`config.mk`:
```
export PLATFORM = sky130hd
export DESIGN_NAME = counter_array_cycle_and_module_mode
export DESIGN_NICKNAME = d
export VERILOG_FILES = /design/src/design/counter_array_pkg.sv /design/src/design/counter_array_cycle_and_module_mode.sv
export SDC_FILE = /design/constraint.sdc
export NUM_CORES = 1
export LEC_CHECK = 0
export BUFFER_PORTS_ARGS = -buffer_cell sky130_fd_sc_hd__buf_4
export CORE_MARGIN = 2
export CORE_UTILIZATION = 53
export CTS_CLUSTER_DIAMETER = 60
export DETAILED_ROUTE_END_ITERATION = 8
export PLACE_DENSITY = 0.92
export SETUP_SLACK_MARGIN = 0.3
export SLEW_MARGIN = 5
export SYNTH_ARGS = -nofsm -noshare
export SYNTH_HDL_FRONTEND = slang
export SYNTH_SLANG_ARGS = --single-unit
```
`constraint.sdc`:
```
create_clock -name clk -period 2.7 [get_ports clk]
set_input_delay 0.54 -clock clk [delete_from_list [all_inputs] [get_ports clk]]
set_output_delay 0.54 -clock clk [all_outputs]
set_load 0.05 [all_outputs]
```
`src/design/counter_array_pkg.sv`:
```
// Constants, field layouts and carrier types of the counter array configuration block
package counter_array_pkg;

	// ************************************************************
	// Register addresses
	// ************************************************************
	localparam logic [7:0] ADDR_MODULE0_MODE      = 8'hda;
	localparam logic [7:0] ADDR_MODULE1_MODE      = 8'hdb;
	localparam logic [7:0] ADDR_MODULE2_MODE      = 8'hdc;
	localparam logic [7:0] ADDR_PWM_CYCLE_CONFIG  = 8'hf7;

	// ************************************************************
	// Sizes and values after reset
	// ************************************************************
	localparam int         NUM_MODULES            = 3;
	localparam logic [7:0] MODULE_MODE_RESET      = 8'h00;
	localparam logic [7:0] PWM_CYCLE_CONFIG_RESET = 8'h00;
	localparam logic [7:0] UNMAPPED_READ_VALUE    = 8'h00;
	localparam logic [2:0] UNUSED_FIELD_VALUE     = 3'h0;
	localparam logic [7:0] FREQ_MATCH_MASK        = 8'hff;

	// ************************************************************
	// Cycle length encodings and the counter bits each one spans
	// ************************************************************
	typedef enum logic [1:0] {
		CYCLE_8_BITS  = 2'h0,
		CYCLE_9_BITS  = 2'h1,
		CYCLE_10_BITS = 2'h2,
		CYCLE_11_BITS = 2'h3
	} cycle_length_t;

	localparam logic [15:0] CYCLE_MASK_8  = 16'h00ff;
	localparam logic [15:0] CYCLE_MASK_9  = 16'h01ff;
	localparam logic [15:0] CYCLE_MASK_10 = 16'h03ff;
	localparam logic [15:0] CYCLE_MASK_11 = 16'h07ff;

	// ************************************************************
	// Field layouts
	// ************************************************************
	typedef struct packed {
		logic widePwmSelect;
		logic compareFunctionEnable;
		logic risingCaptureEnable;
		logic fallingCaptureEnable;
		logic matchFlagEnable;
		logic outputToggleEnable;
		logic pulseModEnable;
		logic moduleEventIrqEnable;
	} module_mode_t;

	typedef struct packed {
		logic          autoReloadSelect;
		logic          cycleWrapIrqEnable;
		logic          cycleWrapFlag;
		logic [2:0]    unused;
		cycle_length_t cycleLengthSelect;
	} pwm_cycle_config_t;

	// Special-function-register access, one cycle per strobe
	typedef struct packed {
		logic [7:0] addr;
		logic [7:0] wrData;
		logic       wr;
		logic       rd;
	} sfr_req_t;

endpackage : counter_array_pkg

```
`src/design/counter_array_cycle_and_module_mode.sv`:
```
// Cycle length, cycle wrap flag and per-module mode logic of the counter array
`timescale 1ns/100ps
`default_nettype none

// Summary of operation
// Wrap flag sets when the counter carries out of the selected bit 7 to 10.
// Wrap flag is set by hardware or software write, cleared only by software.
// Bits 4:2 of the cycle config register read zero, writes ignored.
// Selector 00, 01, 10, 11 picks an 8, 9, 10 or 11 bit cycle.
// The shared cycle length drives every PWM module not in 16-bit mode.
// Modules in 16-bit PWM ignore the shared cycle length selector.
// Mode bit 7 picks 8-to-11-bit PWM when clear and 16-bit when set.
// Mode bit 6 enables comparison of the counter with the module value.
// Mode bit 5 captures the counter on a rising input edge.
// Mode bit 4 captures the counter on a falling input edge.
// Three 8-bit mode registers at 0xDA, 0xDB, 0xDC, read/write, reset zero.
// With wrap interrupt enabled, a set wrap flag raises the array interrupt.
// With mode bit 3 set, a compare match sets the module event flag.
// Mode bit 2 toggles the output on match; with PWM it is frequency output.
// Mode bit 1 drives a PWM waveform whose width follows the 16-bit select.
// A hardware wrap in the same cycle as a software clear leaves it set.
// With both capture enables set, every input transition captures.
module counter_array_cycle_and_module_mode (
	// Clock and reset
	input  wire logic                                      clk,
	input  wire logic                                      rstn,
	// Special-function-register access
	input  wire counter_array_pkg::sfr_req_t               sfrReq,
	output var  logic [7:0]                                sfrRdData,
	// Array counter
	input  wire logic [15:0]                               arrayCounter,
	input  wire logic                                      counterTick,
	// Per-module compare values, capture inputs and event flag clears
	input  wire logic [counter_array_pkg::NUM_MODULES-1:0][15:0] compareValue,
	input  wire logic [counter_array_pkg::NUM_MODULES-1:0]       captureIn,
	input  wire logic [counter_array_pkg::NUM_MODULES-1:0]       moduleFlagClear,
	// Per-module results
	output var  logic [counter_array_pkg::NUM_MODULES-1:0]       moduleOutputPin,
	output var  logic [counter_array_pkg::NUM_MODULES-1:0]       moduleEventFlag,
	output var  logic [counter_array_pkg::NUM_MODULES-1:0][15:0] capturedValue,
	// Interrupt request
	output var  logic                                      arrayIrq
);

	// ************************************************************
	// Cycle configuration register and wrap detection
	// ************************************************************
	counter_array_pkg::pwm_cycle_config_t cycleConfig;
	counter_array_pkg::pwm_cycle_config_t next_cycleConfig;
	logic [15:0]                          cycleMask;
	logic                                 wrapEvent;
	logic                                 configWrite;

	always_comb begin
		unique case (cycleConfig.cycleLengthSelect)
			counter_array_pkg::CYCLE_8_BITS:  cycleMask = counter_array_pkg::CYCLE_MASK_8;
			counter_array_pkg::CYCLE_9_BITS:  cycleMask = counter_array_pkg::CYCLE_MASK_9;
			counter_array_pkg::CYCLE_10_BITS: cycleMask = counter_array_pkg::CYCLE_MASK_10;
			counter_array_pkg::CYCLE_11_BITS: cycleMask = counter_array_pkg::CYCLE_MASK_11;
		endcase
	end

	// Carry out of the top cycle bit happens on the tick that leaves it all ones
	assign wrapEvent   = counterTick && ((arrayCounter & cycleMask) == cycleMask);
	assign configWrite = sfrReq.wr && (sfrReq.addr == counter_array_pkg::ADDR_PWM_CYCLE_CONFIG);

	always_comb begin
		next_cycleConfig = cycleConfig;
		if (configWrite) begin
			next_cycleConfig = counter_array_pkg::pwm_cycle_config_t'(sfrReq.wrData);
		end
		next_cycleConfig.unused = counter_array_pkg::UNUSED_FIELD_VALUE;
		if (wrapEvent) begin
			next_cycleConfig.cycleWrapFlag = 1'b1;
		end
	end

	always_ff @(posedge clk or negedge rstn) begin
		if (!rstn) begin
			cycleConfig <= counter_array_pkg::pwm_cycle_config_t'(
				counter_array_pkg::PWM_CYCLE_CONFIG_RESET);
		end else begin
			cycleConfig <= next_cycleConfig;
		end
	end

	// ************************************************************
	// Module mode registers
	// ************************************************************
	counter_array_pkg::module_mode_t [counter_array_pkg::NUM_MODULES-1:0] moduleMode;
	counter_array_pkg::module_mode_t [counter_array_pkg::NUM_MODULES-1:0] next_moduleMode;

	logic [counter_array_pkg::NUM_MODULES-1:0][7:0] modeAddr;
	assign modeAddr[0] = counter_array_pkg::ADDR_MODULE0_MODE;
	assign modeAddr[1] = counter_array_pkg::ADDR_MODULE1_MODE;
	assign modeAddr[2] = counter_array_pkg::ADDR_MODULE2_MODE;

	always_comb begin
		next_moduleMode = moduleMode;
		for (int m = 0; m < counter_array_pkg::NUM_MODULES; m++) begin
			if (sfrReq.wr && (sfrReq.addr == modeAddr[m])) begin
				next_moduleMode[m] = counter_array_pkg::module_mode_t'(sfrReq.wrData);
			end
		end
	end

	always_ff @(posedge clk or negedge rstn) begin
		if (!rstn) begin
			for (int m = 0; m < counter_array_pkg::NUM_MODULES; m++) begin
				moduleMode[m] <= counter_array_pkg::module_mode_t'(
					counter_array_pkg::MODULE_MODE_RESET);
			end
		end else begin
			moduleMode <= next_moduleMode;
		end
	end

	// ************************************************************
	// Register read path
	// ************************************************************
	logic [7:0] next_sfrRdData;

	always_comb begin
		next_sfrRdData = sfrRdData;
		if (sfrReq.rd) begin
			next_sfrRdData = counter_array_pkg::UNMAPPED_READ_VALUE;
			if (sfrReq.addr == counter_array_pkg::ADDR_PWM_CYCLE_CONFIG) begin
				next_sfrRdData = cycleConfig;
			end
			for (int m = 0; m < counter_array_pkg::NUM_MODULES; m++) begin
				if (sfrReq.addr == modeAddr[m]) begin
					next_sfrRdData = moduleMode[m];
				end
			end
		end
	end

	always_ff @(posedge clk or negedge rstn) begin
		if (!rstn) begin
			sfrRdData <= counter_array_pkg::UNMAPPED_READ_VALUE;
		end else begin
			sfrRdData <= next_sfrRdData;
		end
	end

	// ************************************************************
	// Per-module compare, capture and output logic
	// ************************************************************
	logic [counter_array_pkg::NUM_MODULES-1:0] moduleIrqTerm;

	genvar g;
	generate
		for (g = 0; g < counter_array_pkg::NUM_MODULES; g++) begin : gModule
			counter_array_pkg::module_mode_t mode;
			logic                            capturePrev;
			logic                            next_capturePrev;
			logic                            next_pin;
			logic                            next_flag;
			logic [15:0]                     next_captured;
			logic                            compareMatch;
			logic                            freqMatch;
			logic                            riseEdge;
			logic                            fallEdge;
			logic                            captureEvent;
			logic                            pwmHigh;
			logic [15:0]                     pwmMask;

			assign mode = moduleMode[g];

			// Wide PWM spans the full counter; otherwise the shared length applies
			assign pwmMask = mode.widePwmSelect ? 16'hffff : cycleMask;
			assign pwmHigh = (arrayCounter & pwmMask) < (compareValue[g] & pwmMask);

			assign compareMatch = mode.compareFunctionEnable && counterTick
				&& (arrayCounter == compareValue[g]);
			assign freqMatch = mode.compareFunctionEnable && counterTick
				&& ((arrayCounter[7:0] & counter_array_pkg::FREQ_MATCH_MASK)
				== (compareValue[g][7:0] & counter_array_pkg::FREQ_MATCH_MASK));

			assign riseEdge     = captureIn[g] && !capturePrev;
			assign fallEdge     = !captureIn[g] && capturePrev;
			assign captureEvent = (mode.risingCaptureEnable && riseEdge)
				|| (mode.fallingCaptureEnable && fallEdge);

			always_comb begin
				next_capturePrev = captureIn[g];
				next_captured    = capturedValue[g];
				if (captureEvent) begin
					next_captured = arrayCounter;
				end

				next_flag = moduleEventFlag[g];
				if (moduleFlagClear[g]) begin
					next_flag = 1'b0;
				end
				// Set after the clear so an event in the clearing cycle is kept
				if ((compareMatch && mode.matchFlagEnable) || captureEvent) begin
					next_flag = 1'b1;
				end

				next_pin = moduleOutputPin[g];
				if (mode.pulseModEnable && mode.outputToggleEnable) begin
					if (freqMatch) begin
						next_pin = !moduleOutputPin[g];
					end
				end else if (mode.pulseModEnable) begin
					next_pin = pwmHigh;
				end else if (mode.outputToggleEnable && compareMatch) begin
					next_pin = !moduleOutputPin[g];
				end
			end

			always_ff @(posedge clk or negedge rstn) begin
				if (!rstn) begin
					capturePrev        <= 1'b0;
					capturedValue[g]   <= 16'h0000;
					moduleEventFlag[g] <= 1'b0;
					moduleOutputPin[g] <= 1'b0;
				end else begin
					capturePrev        <= next_capturePrev;
					capturedValue[g]   <= next_captured;
					moduleEventFlag[g] <= next_flag;
					moduleOutputPin[g] <= next_pin;
				end
			end

			assign moduleIrqTerm[g] = mode.moduleEventIrqEnable && moduleEventFlag[g];
		end
	endgenerate

	// ************************************************************
	// Interrupt request
	// ************************************************************
	logic next_arrayIrq;

	always_comb begin
		next_arrayIrq = (cycleConfig.cycleWrapIrqEnable && cycleConfig.cycleWrapFlag)
			|| (|moduleIrqTerm);
	end

	always_ff @(posedge clk or negedge rstn) begin
		if (!rstn) begin
			arrayIrq <= 1'b0;
		end else begin
			arrayIrq <= next_arrayIrq;
		end
	end

endmodule : counter_array_cycle_and_module_mode

`default_nettype wire

```
* Yosys cells after proc, flatten, opt, wreduce, memory -nomap -nowiden *
Cells that the tools add are included.

word-level totals
  flip-flop bits (word level) = 95
  output and inout bits = 63
  input port bits = 91
  logic and storage cells = 164

operators by class
  reductions and logical operators = 67
  multiplexer cells = 28
  equality and inequality tests = 17
  bitwise operators = 7
  order comparisons = 3

operators by type and width
  kind                                                 number
  bitwise AND 16 bit                                   7
  equality test 16 bit                                 4
  case mux 16 bit (4 select lines)                     1
  less-than comparator 16 bit                          3
  two-way mux 16 bit                                   3
  logical AND 1 bit                                    39
  equality test 8 bit, second input constant           4
  two-way mux 8 bit                                    4
  equality test 8 bit                                  3
  two-way mux 1 bit                                    19
  zero test 1 bit                                      9
  nonzero test 3 bit                                   3
  nonzero test 2 bit                                   4
  logical OR 1 bit                                     7
  two-way mux 6 bit                                    1
  inequality test 2 bit, second input constant         3
  AND reduction 2 bit                                  3
  equality test 2 bit, second input constant           2
  OR reduction 3 bit                                   1
  equality test 2 x 1 -> 1 bit, second input constant  1
  zero test 2 bit                                      1

* Depth between registers and ports, before layout *
Gate-level depths: netlist of run 1.

  word-level depth = 7
  depth in mapped cells = 9
  mapped depth without buffers = 8

* Worst setup path before layout of run 1 *
No wires, ideal clock.

  path type = input -> register
  start point = in arrayCounter[11]
  end point = reg moduleOutputPin[2] (netlist name)
  path slack = 0.420 ns
  arrival time = 2.142 ns
  cell stages on the path = 8
  path buffers = 1
  library setup time = 0.139 ns
  data required time = 2.561 ns
  cell sequence = clkbuf_1 and2_1 ha_1 and3_1 nand3_1 a211oi_1 nor3_1 or4_1

between the ends
  cells in the longest elaborated chain, start to end = 5
  elaborated cells between the ends (all ways) = 9
  classes of those cells = order compare (1); eq/ne (1); mux (2); bitwise (1); reduce/logical (4)

RTL lines
  what                                                                                 RTL line                                    RTL
  start, declared                                                                      counter_array_cycle_and_module_mode.sv:31   input wire logic [15:0] arrayCounter,
  parallel branches: the longest is 5 deep, another holds less-than comparator 16 bit  n/a
  end signal, assigned by index                                                        counter_array_cycle_and_module_mode.sv:223  moduleOutputPin[g] <= next_pin;
  end, declared                                                                        counter_array_cycle_and_module_mode.sv:38   output var logic [counter_array_pkg::NUM_MODULES-1:0] moduleOutputPin,

Parallel ways; which one is timed is not known.
A chain may end at the register's enable or synchronous reset.

* Final worst setup path of run 1 *
  start point = reg cycleConfig[0] (netlist name)
  end point = reg moduleOutputPin[2] (netlist name)

between the ends
  cells in the longest elaborated chain, start to end = 7
  elaborated cells between the ends (all ways) = 11
  classes of those cells = order compare (1); eq/ne (3); mux (4); bitwise (2); reduce/logical (1)

RTL lines
  what                                               RTL line                                    RTL
  start, declared                                    counter_array_cycle_and_module_mode.sv:48   counter_array_pkg::pwm_cycle_config_t cycleConfig;
  start signal, assigned                             counter_array_cycle_and_module_mode.sv:80   cycleConfig <= counter_array_pkg::pwm_cycle_config_t'(
  start signal, assigned                             counter_array_cycle_and_module_mode.sv:83   cycleConfig <= next_cycleConfig;
  equality test 2 bit, or another cell as far along  counter_array_cycle_and_module_mode.sv:55   unique case (cycleConfig.cycleLengthSelect)
  case mux 16 bit (4 select lines) *                 counter_array_cycle_and_module_mode.sv:55
  two-way mux 16 bit *                               counter_array_cycle_and_module_mode.sv:171  assign pwmMask = mode.widePwmSelect ? 16'hffff : cycleMask;
  bitwise AND 16 bit                                 counter_array_cycle_and_module_mode.sv:172  assign pwmHigh = (arrayCounter & pwmMask) < (compareValue[g] & pwmMask);
  less-than comparator 16 bit *                      counter_array_cycle_and_module_mode.sv:172
  two-way mux 1 bit *                                counter_array_cycle_and_module_mode.sv:206  end else if (mode.pulseModEnable) begin
  two-way mux 1 bit *                                counter_array_cycle_and_module_mode.sv:202  if (mode.pulseModEnable && mode.outputToggleEnable) begin

Every way passes the cells marked *; elsewhere a longest branch is shown, timed or not. The select of a mux whose other input is x is not followed.

==> impl_metrics.py, run 1 <==
metrics = {
    "final_layout": {
        "diodes": 0,
        "fin_cells": 831,
        "fillers": 770,
        "area_growth_pct": 27.82,
        "regArea_um2": 2381,
        "nNetsFinal": 829,
        "fin_util_pct": 70.00,
        "multiInputGateArea_um2": 3069,
        "layout-drive-gt1-share_pct": 39.28,
    },
    "worst_setup_path": {
        "critPathArrivalTime_ns": 2.53,
        "crit_required_ns": 2.96,
        "reg2regPathDepth": 8,
        "crit_path_start_kind": "flop",
        "r2r_slack_ns": 0.43,
        "path_max_fanout": 6,
        "endpoint_kind": "flop",
        "reg2reg_from": "cycleConfig[0]$_DFFE_PN0P_",
        "r2r_end": "moduleOutputPin[2]$_DFFE_PN0P_",
        "critical_path_class": "reg -> reg",
    },
    "sta": {
        "tightest_slew_ns": 0.5358,
        "post-route-period-util_pct": 84.12,
        "finClkSkew_ns": 0.009056,
        "fin_setup_tns_ns": 0,
        "period_minus_slack_ns": 2.271,
        "finalMaxSlewViolations": 0,
        "hold_viol": 0,
        "rsz0062_at_grt": "no",
        "finalSetupViolCount": 0,
        "whs_ns": 0.1040,
        "fmax_mhz": 440.3,
        "slew_headroom_pct": 64.28,
    },
    "floorplan": {
        "dieWidth_um": 107.3,
        "start_util_pct": 54.77,
        "dieArea_um2": 11510,
        "ios": 154,
        "num_rows": 37,
        "coreArea_um2": 10320,
        "die_h_um": 107.3,
    },
    "logic_synthesis": {
        "synthDominantCellAreaShare_pct": 42.04,
        "yosysMostFrequentCell": "dfrtp_1",
        "synth.cell_area_um2": 5654,
        "syn_area_per_cell_um2": 10.61,
        "synth_commonest_cells": "dfrtp_1 (95), mux2_2 (76), ha_1 (48), nand2_1 (36), inv_1 (34)",
        "ys_top_cells_by_area": "dfrtp_1 (42%), mux2_2 (15%), ha_1 (11%)",
        "synth_nets": 672,
        "synth_flop_cell": "dfrtp_1",
        "ys_seq_area_share_pct": 42.04,
        "synth_edf_count": 0,
        "synthCells": 533,
        "async_flop_share_pct": 100.0,
        "ys_types": 50,
        "yosys_warnings": 0,
        "synth_seq_cells": 95,
        "yosysTopAreaCell": "dfrtp_1",
    },
    "power_and_ir_drop": {
        "power_density_nw_per_um2": 487.4,
        "swShare_pct": 33.43,
        "p_total_mw": 3.522,
        "leakagePower_nw": 3.588,
        "p_comb_share_pct": 26.1,
        "p_switching_mw": 1.178,
        "ir_drop_uv": 280.2,
        "seqPwrFrac_pct": 45.4,
        "p_int_mw": 2.345,
        "clockPowerShare_pct": 28.4,
    },
    "grt": {
        "gr-total-overflow": 0,
        "grt_usage_pct": 28.93,
        "grt_max_degree": 60,
        "antenna_found_initial": 0,
        "grt_pass1_vias": 5093,
        "grt_pass1_wl_mm": 25.34,
    },
    "cts": {
        "cts.sinks": 95,
        "cts_tree": "built",
        "clkTransAtPathRegs_ns": 0.10,
        "cts_buffers": 9,
        "clockRootBuffer": "clkbuf_8",
        "cts.htree.levels": 3,
        "clk_path_buf_depth": 2,
        "cts_hold_buffers": 0,
        "clock_latency_ns": 0.39,
    },
    "place": {
        "dpl.cell_count": 813,
        "gp_congestion": 0.9887,
        "port_buffers": 153,
        "dp_hpwl_mm": 12.33,
    },
    "run_status": {
        "status": "completed",
    },
    "run": {
        "drv_cap": 0,
    },
    "route": {
        "routed_via_density": 5.870,
        "wl_mm": 16.15,
        "dr.pass1.iters": 5,
        "vias": 4878,
        "ant_nets": 0,
        "drt_iter0_drc": 296,
        "drc_errors": 0,
        "wire_per_inst_um": 19.44,
    },
    "min_path": {
        "hold_class": "in -> async",
    },
}
-- layout by cell type (no fill, tap or decap), types with 5 or more instances in the layout --
cell	netlist	final
a21oi_1	31	31
a221oi_1	5	5
a22oi_1	5	5
and2_1	15	16
buf_4	0	167
clkbuf_8	0	10
dfrtp_1	95	92
ha_1	48	48
inv_1	34	34
mux2_2	76	76
nand2_1	36	36
nand3_1	10	10
nand4_1	14	14
nor2_1	14	14
nor3_1	6	6
nor4_1	6	6
o211ai_1	5	5
o21a_1	7	7
o21ai_0	17	17
o22ai_1	5	5
xor2_1	24	24
-- metal layers --
layer | global-route usage (%) | vias to the layer above | wire length (um)
met3 | 8.051 | 42 | 1315
met5 | 0 | - | 0
li1 | - | 2239 | -
met2 | 48.96 | 218 | 8006
met4 | 11.97 | 0 | 495
met1 | 34.71 | 2379 | 6335
-- metrics by stage --
step	cell area (um^2)	setup slack (ns)
2_1_floorplan	5654	0.4195
3_3_place_gp	7003	0.2977
3_5_place_dp	7003	0.2111
4_1_cts	7208	0.3108
5_1_grt	7227	0.3008
6_report	7227	0.4287
-- power by group through the flow --
stage	combinational [mW]	clock (mW)	sequential [mW]
floorplan	0.320	0	1.83
global placement	0.887	0	1.62
detailed placement	0.912	0	1.63
CTS	0.917	1.01	1.60
global route	0.982	1.07	1.61
finish	0.921	1.00	1.60
-- sequential cells by signal, indices dropped and copies added (netlist names) --
name / cells
gModule.capturePrev: 3
gModule.mode: 24
moduleOutputPin: 3
moduleEventFlag: 3
cycleConfig: 5
capturedValue: 48
arrayIrq: 1
sfrRdData: 8
-- worst max-delay path, cell delays in order (launching register included) --
cell and delay [ns]:
dfrtp_2 0.46, and2_1 0.23, o21a_1 0.20, ha_1 0.30, nand2_1 0.06, o21ai_0 0.18, a221o_1 0.17, nor3_1 0.04
or4_1 0.51
-- cell type report --
type | count | share of cell area [%]
multi-input combinational | 382 | 42.47
sequential | 95 | 32.95
timing repair buffer | 168 | 17.62
tap | 136 | 2.355
clock buffer | 11 | 1.956
inverter | 34 | 1.766
clock inverter | 5 | 0.8830
-- what timing repair did --
item,in CTS,in global routing
resized for setup,0,4
setup buffers,0,2
endpoints found under the setup margin,0,3
-- worst max-delay path by stage --
stage | slack [ns] | startpoint | to | cells after the start
after floorplan | 0.42 | arrayCounter[11] | moduleOutputPin[2]$_DFFE_PN0P_ | 8
after global placement | 0.30 | arrayCounter[7] | moduleOutputPin[2]$_DFFE_PN0P_ | 7
after detailed placement | 0.21 | arrayCounter[7] | moduleOutputPin[2]$_DFFE_PN0P_ | 7
after CTS | 0.31 | cycleConfig[1]$_DFFE_PN0P_ | moduleOutputPin[2]$_DFFE_PN0P_ | 8
after global routing | 0.30 | gModule[0].mode[7]$_DFFE_PN0P_ | moduleOutputPin[0]$_DFFE_PN0P_ | 7
final | 0.43 | cycleConfig[0]$_DFFE_PN0P_ | moduleOutputPin[2]$_DFFE_PN0P_ | 8
-- cell families (layout without fill, tap and decap cells) --
kind of cell,after synthesis,in the layout,synth area share [%]
flops,95,95,42.04
fa+ha+maj,48,48,10.62
mux,76,76,15.14
compound gates,101,101,11.48
buf+inv,56,218,3.872
xor+xnor,24,24,3.718
simple gates,133,133,13.12
(Power assumes the default switching activity.)
==> run 2, diff against run 1 <==
==> constraint.sdc (replaced) <==
create_clock -name clk -period 2.1 [get_ports clk]
set_input_delay 0.42 -clock clk [delete_from_list [all_inputs] [get_ports clk]]
set_output_delay 0.42 -clock clk [all_outputs]
set_load 0.05 [all_outputs]
==> impl_metrics.py, run 2 (same netlist as run 1, synthesis figures left out) <==
metrics = {
    "final_layout": {
        "final_common_cell": "buf_4",
        "area_growth_pct": 35.38,
        "nNetsFinal": 870,
        "diodes": 0,
        "regMostFlops": "capturedValue",
        "layout-drive-gt1-share_pct": 45.92,
        "mostFrequentLayoutCells": "buf_4 (206), dfrtp_1 (91), mux2_2 (76), ha_1 (44), nand2_1 (36)",
        "fin_util_pct": 74.15,
        "largest_reg_flops": 48,
    },
    "route": {
        "drc_errors": 0,
        "wl_mm": 17.26,
        "wire_per_inst_um": 19.79,
        "drt_iter0_drc": 325,
        "routed_via_density": 5.952,
        "dr.pass1.iters": 5,
        "ant_nets": 0,
        "vias": 5190,
    },
    "run_status": {
        "violations": "setup timing",
        "status": "complete, but fails checks",
    },
    "worst_setup_path": {
        "path_max_fanout": 6,
        "crit_path_top_delay_cell": "or4_1",
        "path_cells": "o31a_1, ha_1, and3_1, nand3_2, a211oi_2, nor3_1, or4_1",
        "endpoint_kind": "flop",
        "reg2reg_from": "cycleConfig[1]$_DFFE_PN0P_",
        "critPathArrivalTime_ns": 2.47,
        "slowest_delay_ns": 0.50,
        "crit_path_start_kind": "flop",
        "worst-path-buf-inv": 0,
        "critical_path_class": "reg -> reg",
        "crit_start": "cycleConfig[1]$_DFFE_PN0P_",
        "critical_path.top_delay_family": "simple AND/OR/NAND/NOR gates",
        "crit_required_ns": 2.34,
    },
    "cts": {
        "clkTransAtPathRegs_ns": 0.10,
        "cts.sinks": 95,
        "clock_latency_ns": 0.37,
        "cts_buffers": 9,
        "cts.htree.levels": 3,
        "cts_tree": "built",
        "clockRootBuffer": "clkbuf_8",
        "cts_hold_buffers": 0,
        "clk_path_buf_depth": 2,
    },
    "run": {
        "drv_cap": 0,
    },
    "grt": {
        "grt_pass1_vias": 5394,
        "grt_usage_pct": 29.95,
        "gr-total-overflow": 0,
        "grt_max_degree": 96,
        "antenna_found_initial": 0,
        "grt_pass1_wl_mm": 26.77,
    },
    "power_and_ir_drop": {
        "leakagePower_nw": 3.812,
        "ir_drop_uv": 393.0,
        "power_density_nw_per_um2": 590.6,
        "p_total_mw": 4.521,
    },
    "floorplan": {
        "coreArea_um2": 10320,
        "num_rows": 37,
        "dieWidth_um": 107.3,
        "ios": 154,
        "dieArea_um2": 11510,
        "start_util_pct": 54.77,
        "die_h_um": 107.3,
    },
    "place": {
        "gp_congestion": 0.9215,
        "dp_hpwl_mm": 13.04,
        "port_buffers": 153,
    },
    "sta": {
        "finalWorstSetupSlack_ns": -0.1305,
        "period_minus_slack_ns": 2.230,
        "rsz0062_at_grt": "yes",
        "finalMaxSlewViolations": 0,
        "fmax_mhz": 448.3,
        "finClkSkew_ns": 0.01417,
        "finalSetupViolCount": 2,
        "whs_ns": 0.06986,
        "tightest_slew_ns": 0.6280,
        "post-route-period-util_pct": 106.2,
        "hold_viol": 0,
        "fin_setup_tns_ns": -0.2046,
        "slew_headroom_pct": 57.75,
    },
    "min_path": {
        "hold_class": "in -> async",
    },
}
[run 2: cell types whose count changed in the layout (fill, tap and decap cells not counted), sizes merged]
cell and delta:
buf +41, bufinv -1, clkbuf +1, clkinv +2, inv -2
[run 2: final cells by class]
type | instances | area [um^2]
multi-input cells | 382 | 3201
fillers | 665 | 2669
flip-flops and latches | 95 | 2382
repair buffers | 209 | 1589
well taps | 136 | 170.2
clock buffers | 12 | 155.1
inverters | 34 | 127.6
clock inverters | 4 | 30.03
[run 2: final timing paths]
path,end,slack (ns),cells after the start
min in group clk,gModule[0].capturePrev$_DFF_PN0_,0.18,1
setup / recovery,moduleOutputPin[2]$_DFFE_PN0P_,-0.13,7
hold / removal,capturedValue[23]$_DFFE_PN0P_,0.07,2
max in group asynchronous,gModule[0].mode[7]$_DFFE_PN0P_,1.57,2
setup reg to reg,moduleOutputPin[2]$_DFFE_PN0P_,-0.13,7
hold reg to reg,capturedValue[24]$_DFFE_PN0P_,0.51,1
[run 2: power breakdown]
group / total (mW) / switching [mW] / internal [mW]
Clock: 1.16 / 0.661 / 0.499
Sequential: 2.06 / 0.118 / 1.94
Combinational: 1.30 / 0.759 / 0.542
Total: 4.52 / 1.54 / 2.98
[run 2: what timing repair did]
action | 4_1_cts | 5_1_grt
resized for setup | 11 | 15
setup endpoints to repair | 3 | 5
buffers inserted | 2 | 5
pin swaps | 0 | 7
cloned | 0 | 0
[run 2: metrics by stage]
step	cell area [um^2]	instances	setup WS (ns)
3_3_place_gp	7308	849	-0.1897
6_report	7655	872	-0.1305
3_5_place_dp	7308	849	-0.2285
2_1_floorplan	5776	533	0.02775
5_1_grt	7655	872	-0.1494
4_1_cts	7545	867	-0.08598
[run 2: metal layers]
metal	track usage [%]	routed length, um
met1	36.61	6567
met2	51.85	8712
met3	6.659	1512
met4	10.85	469
met5	0	0
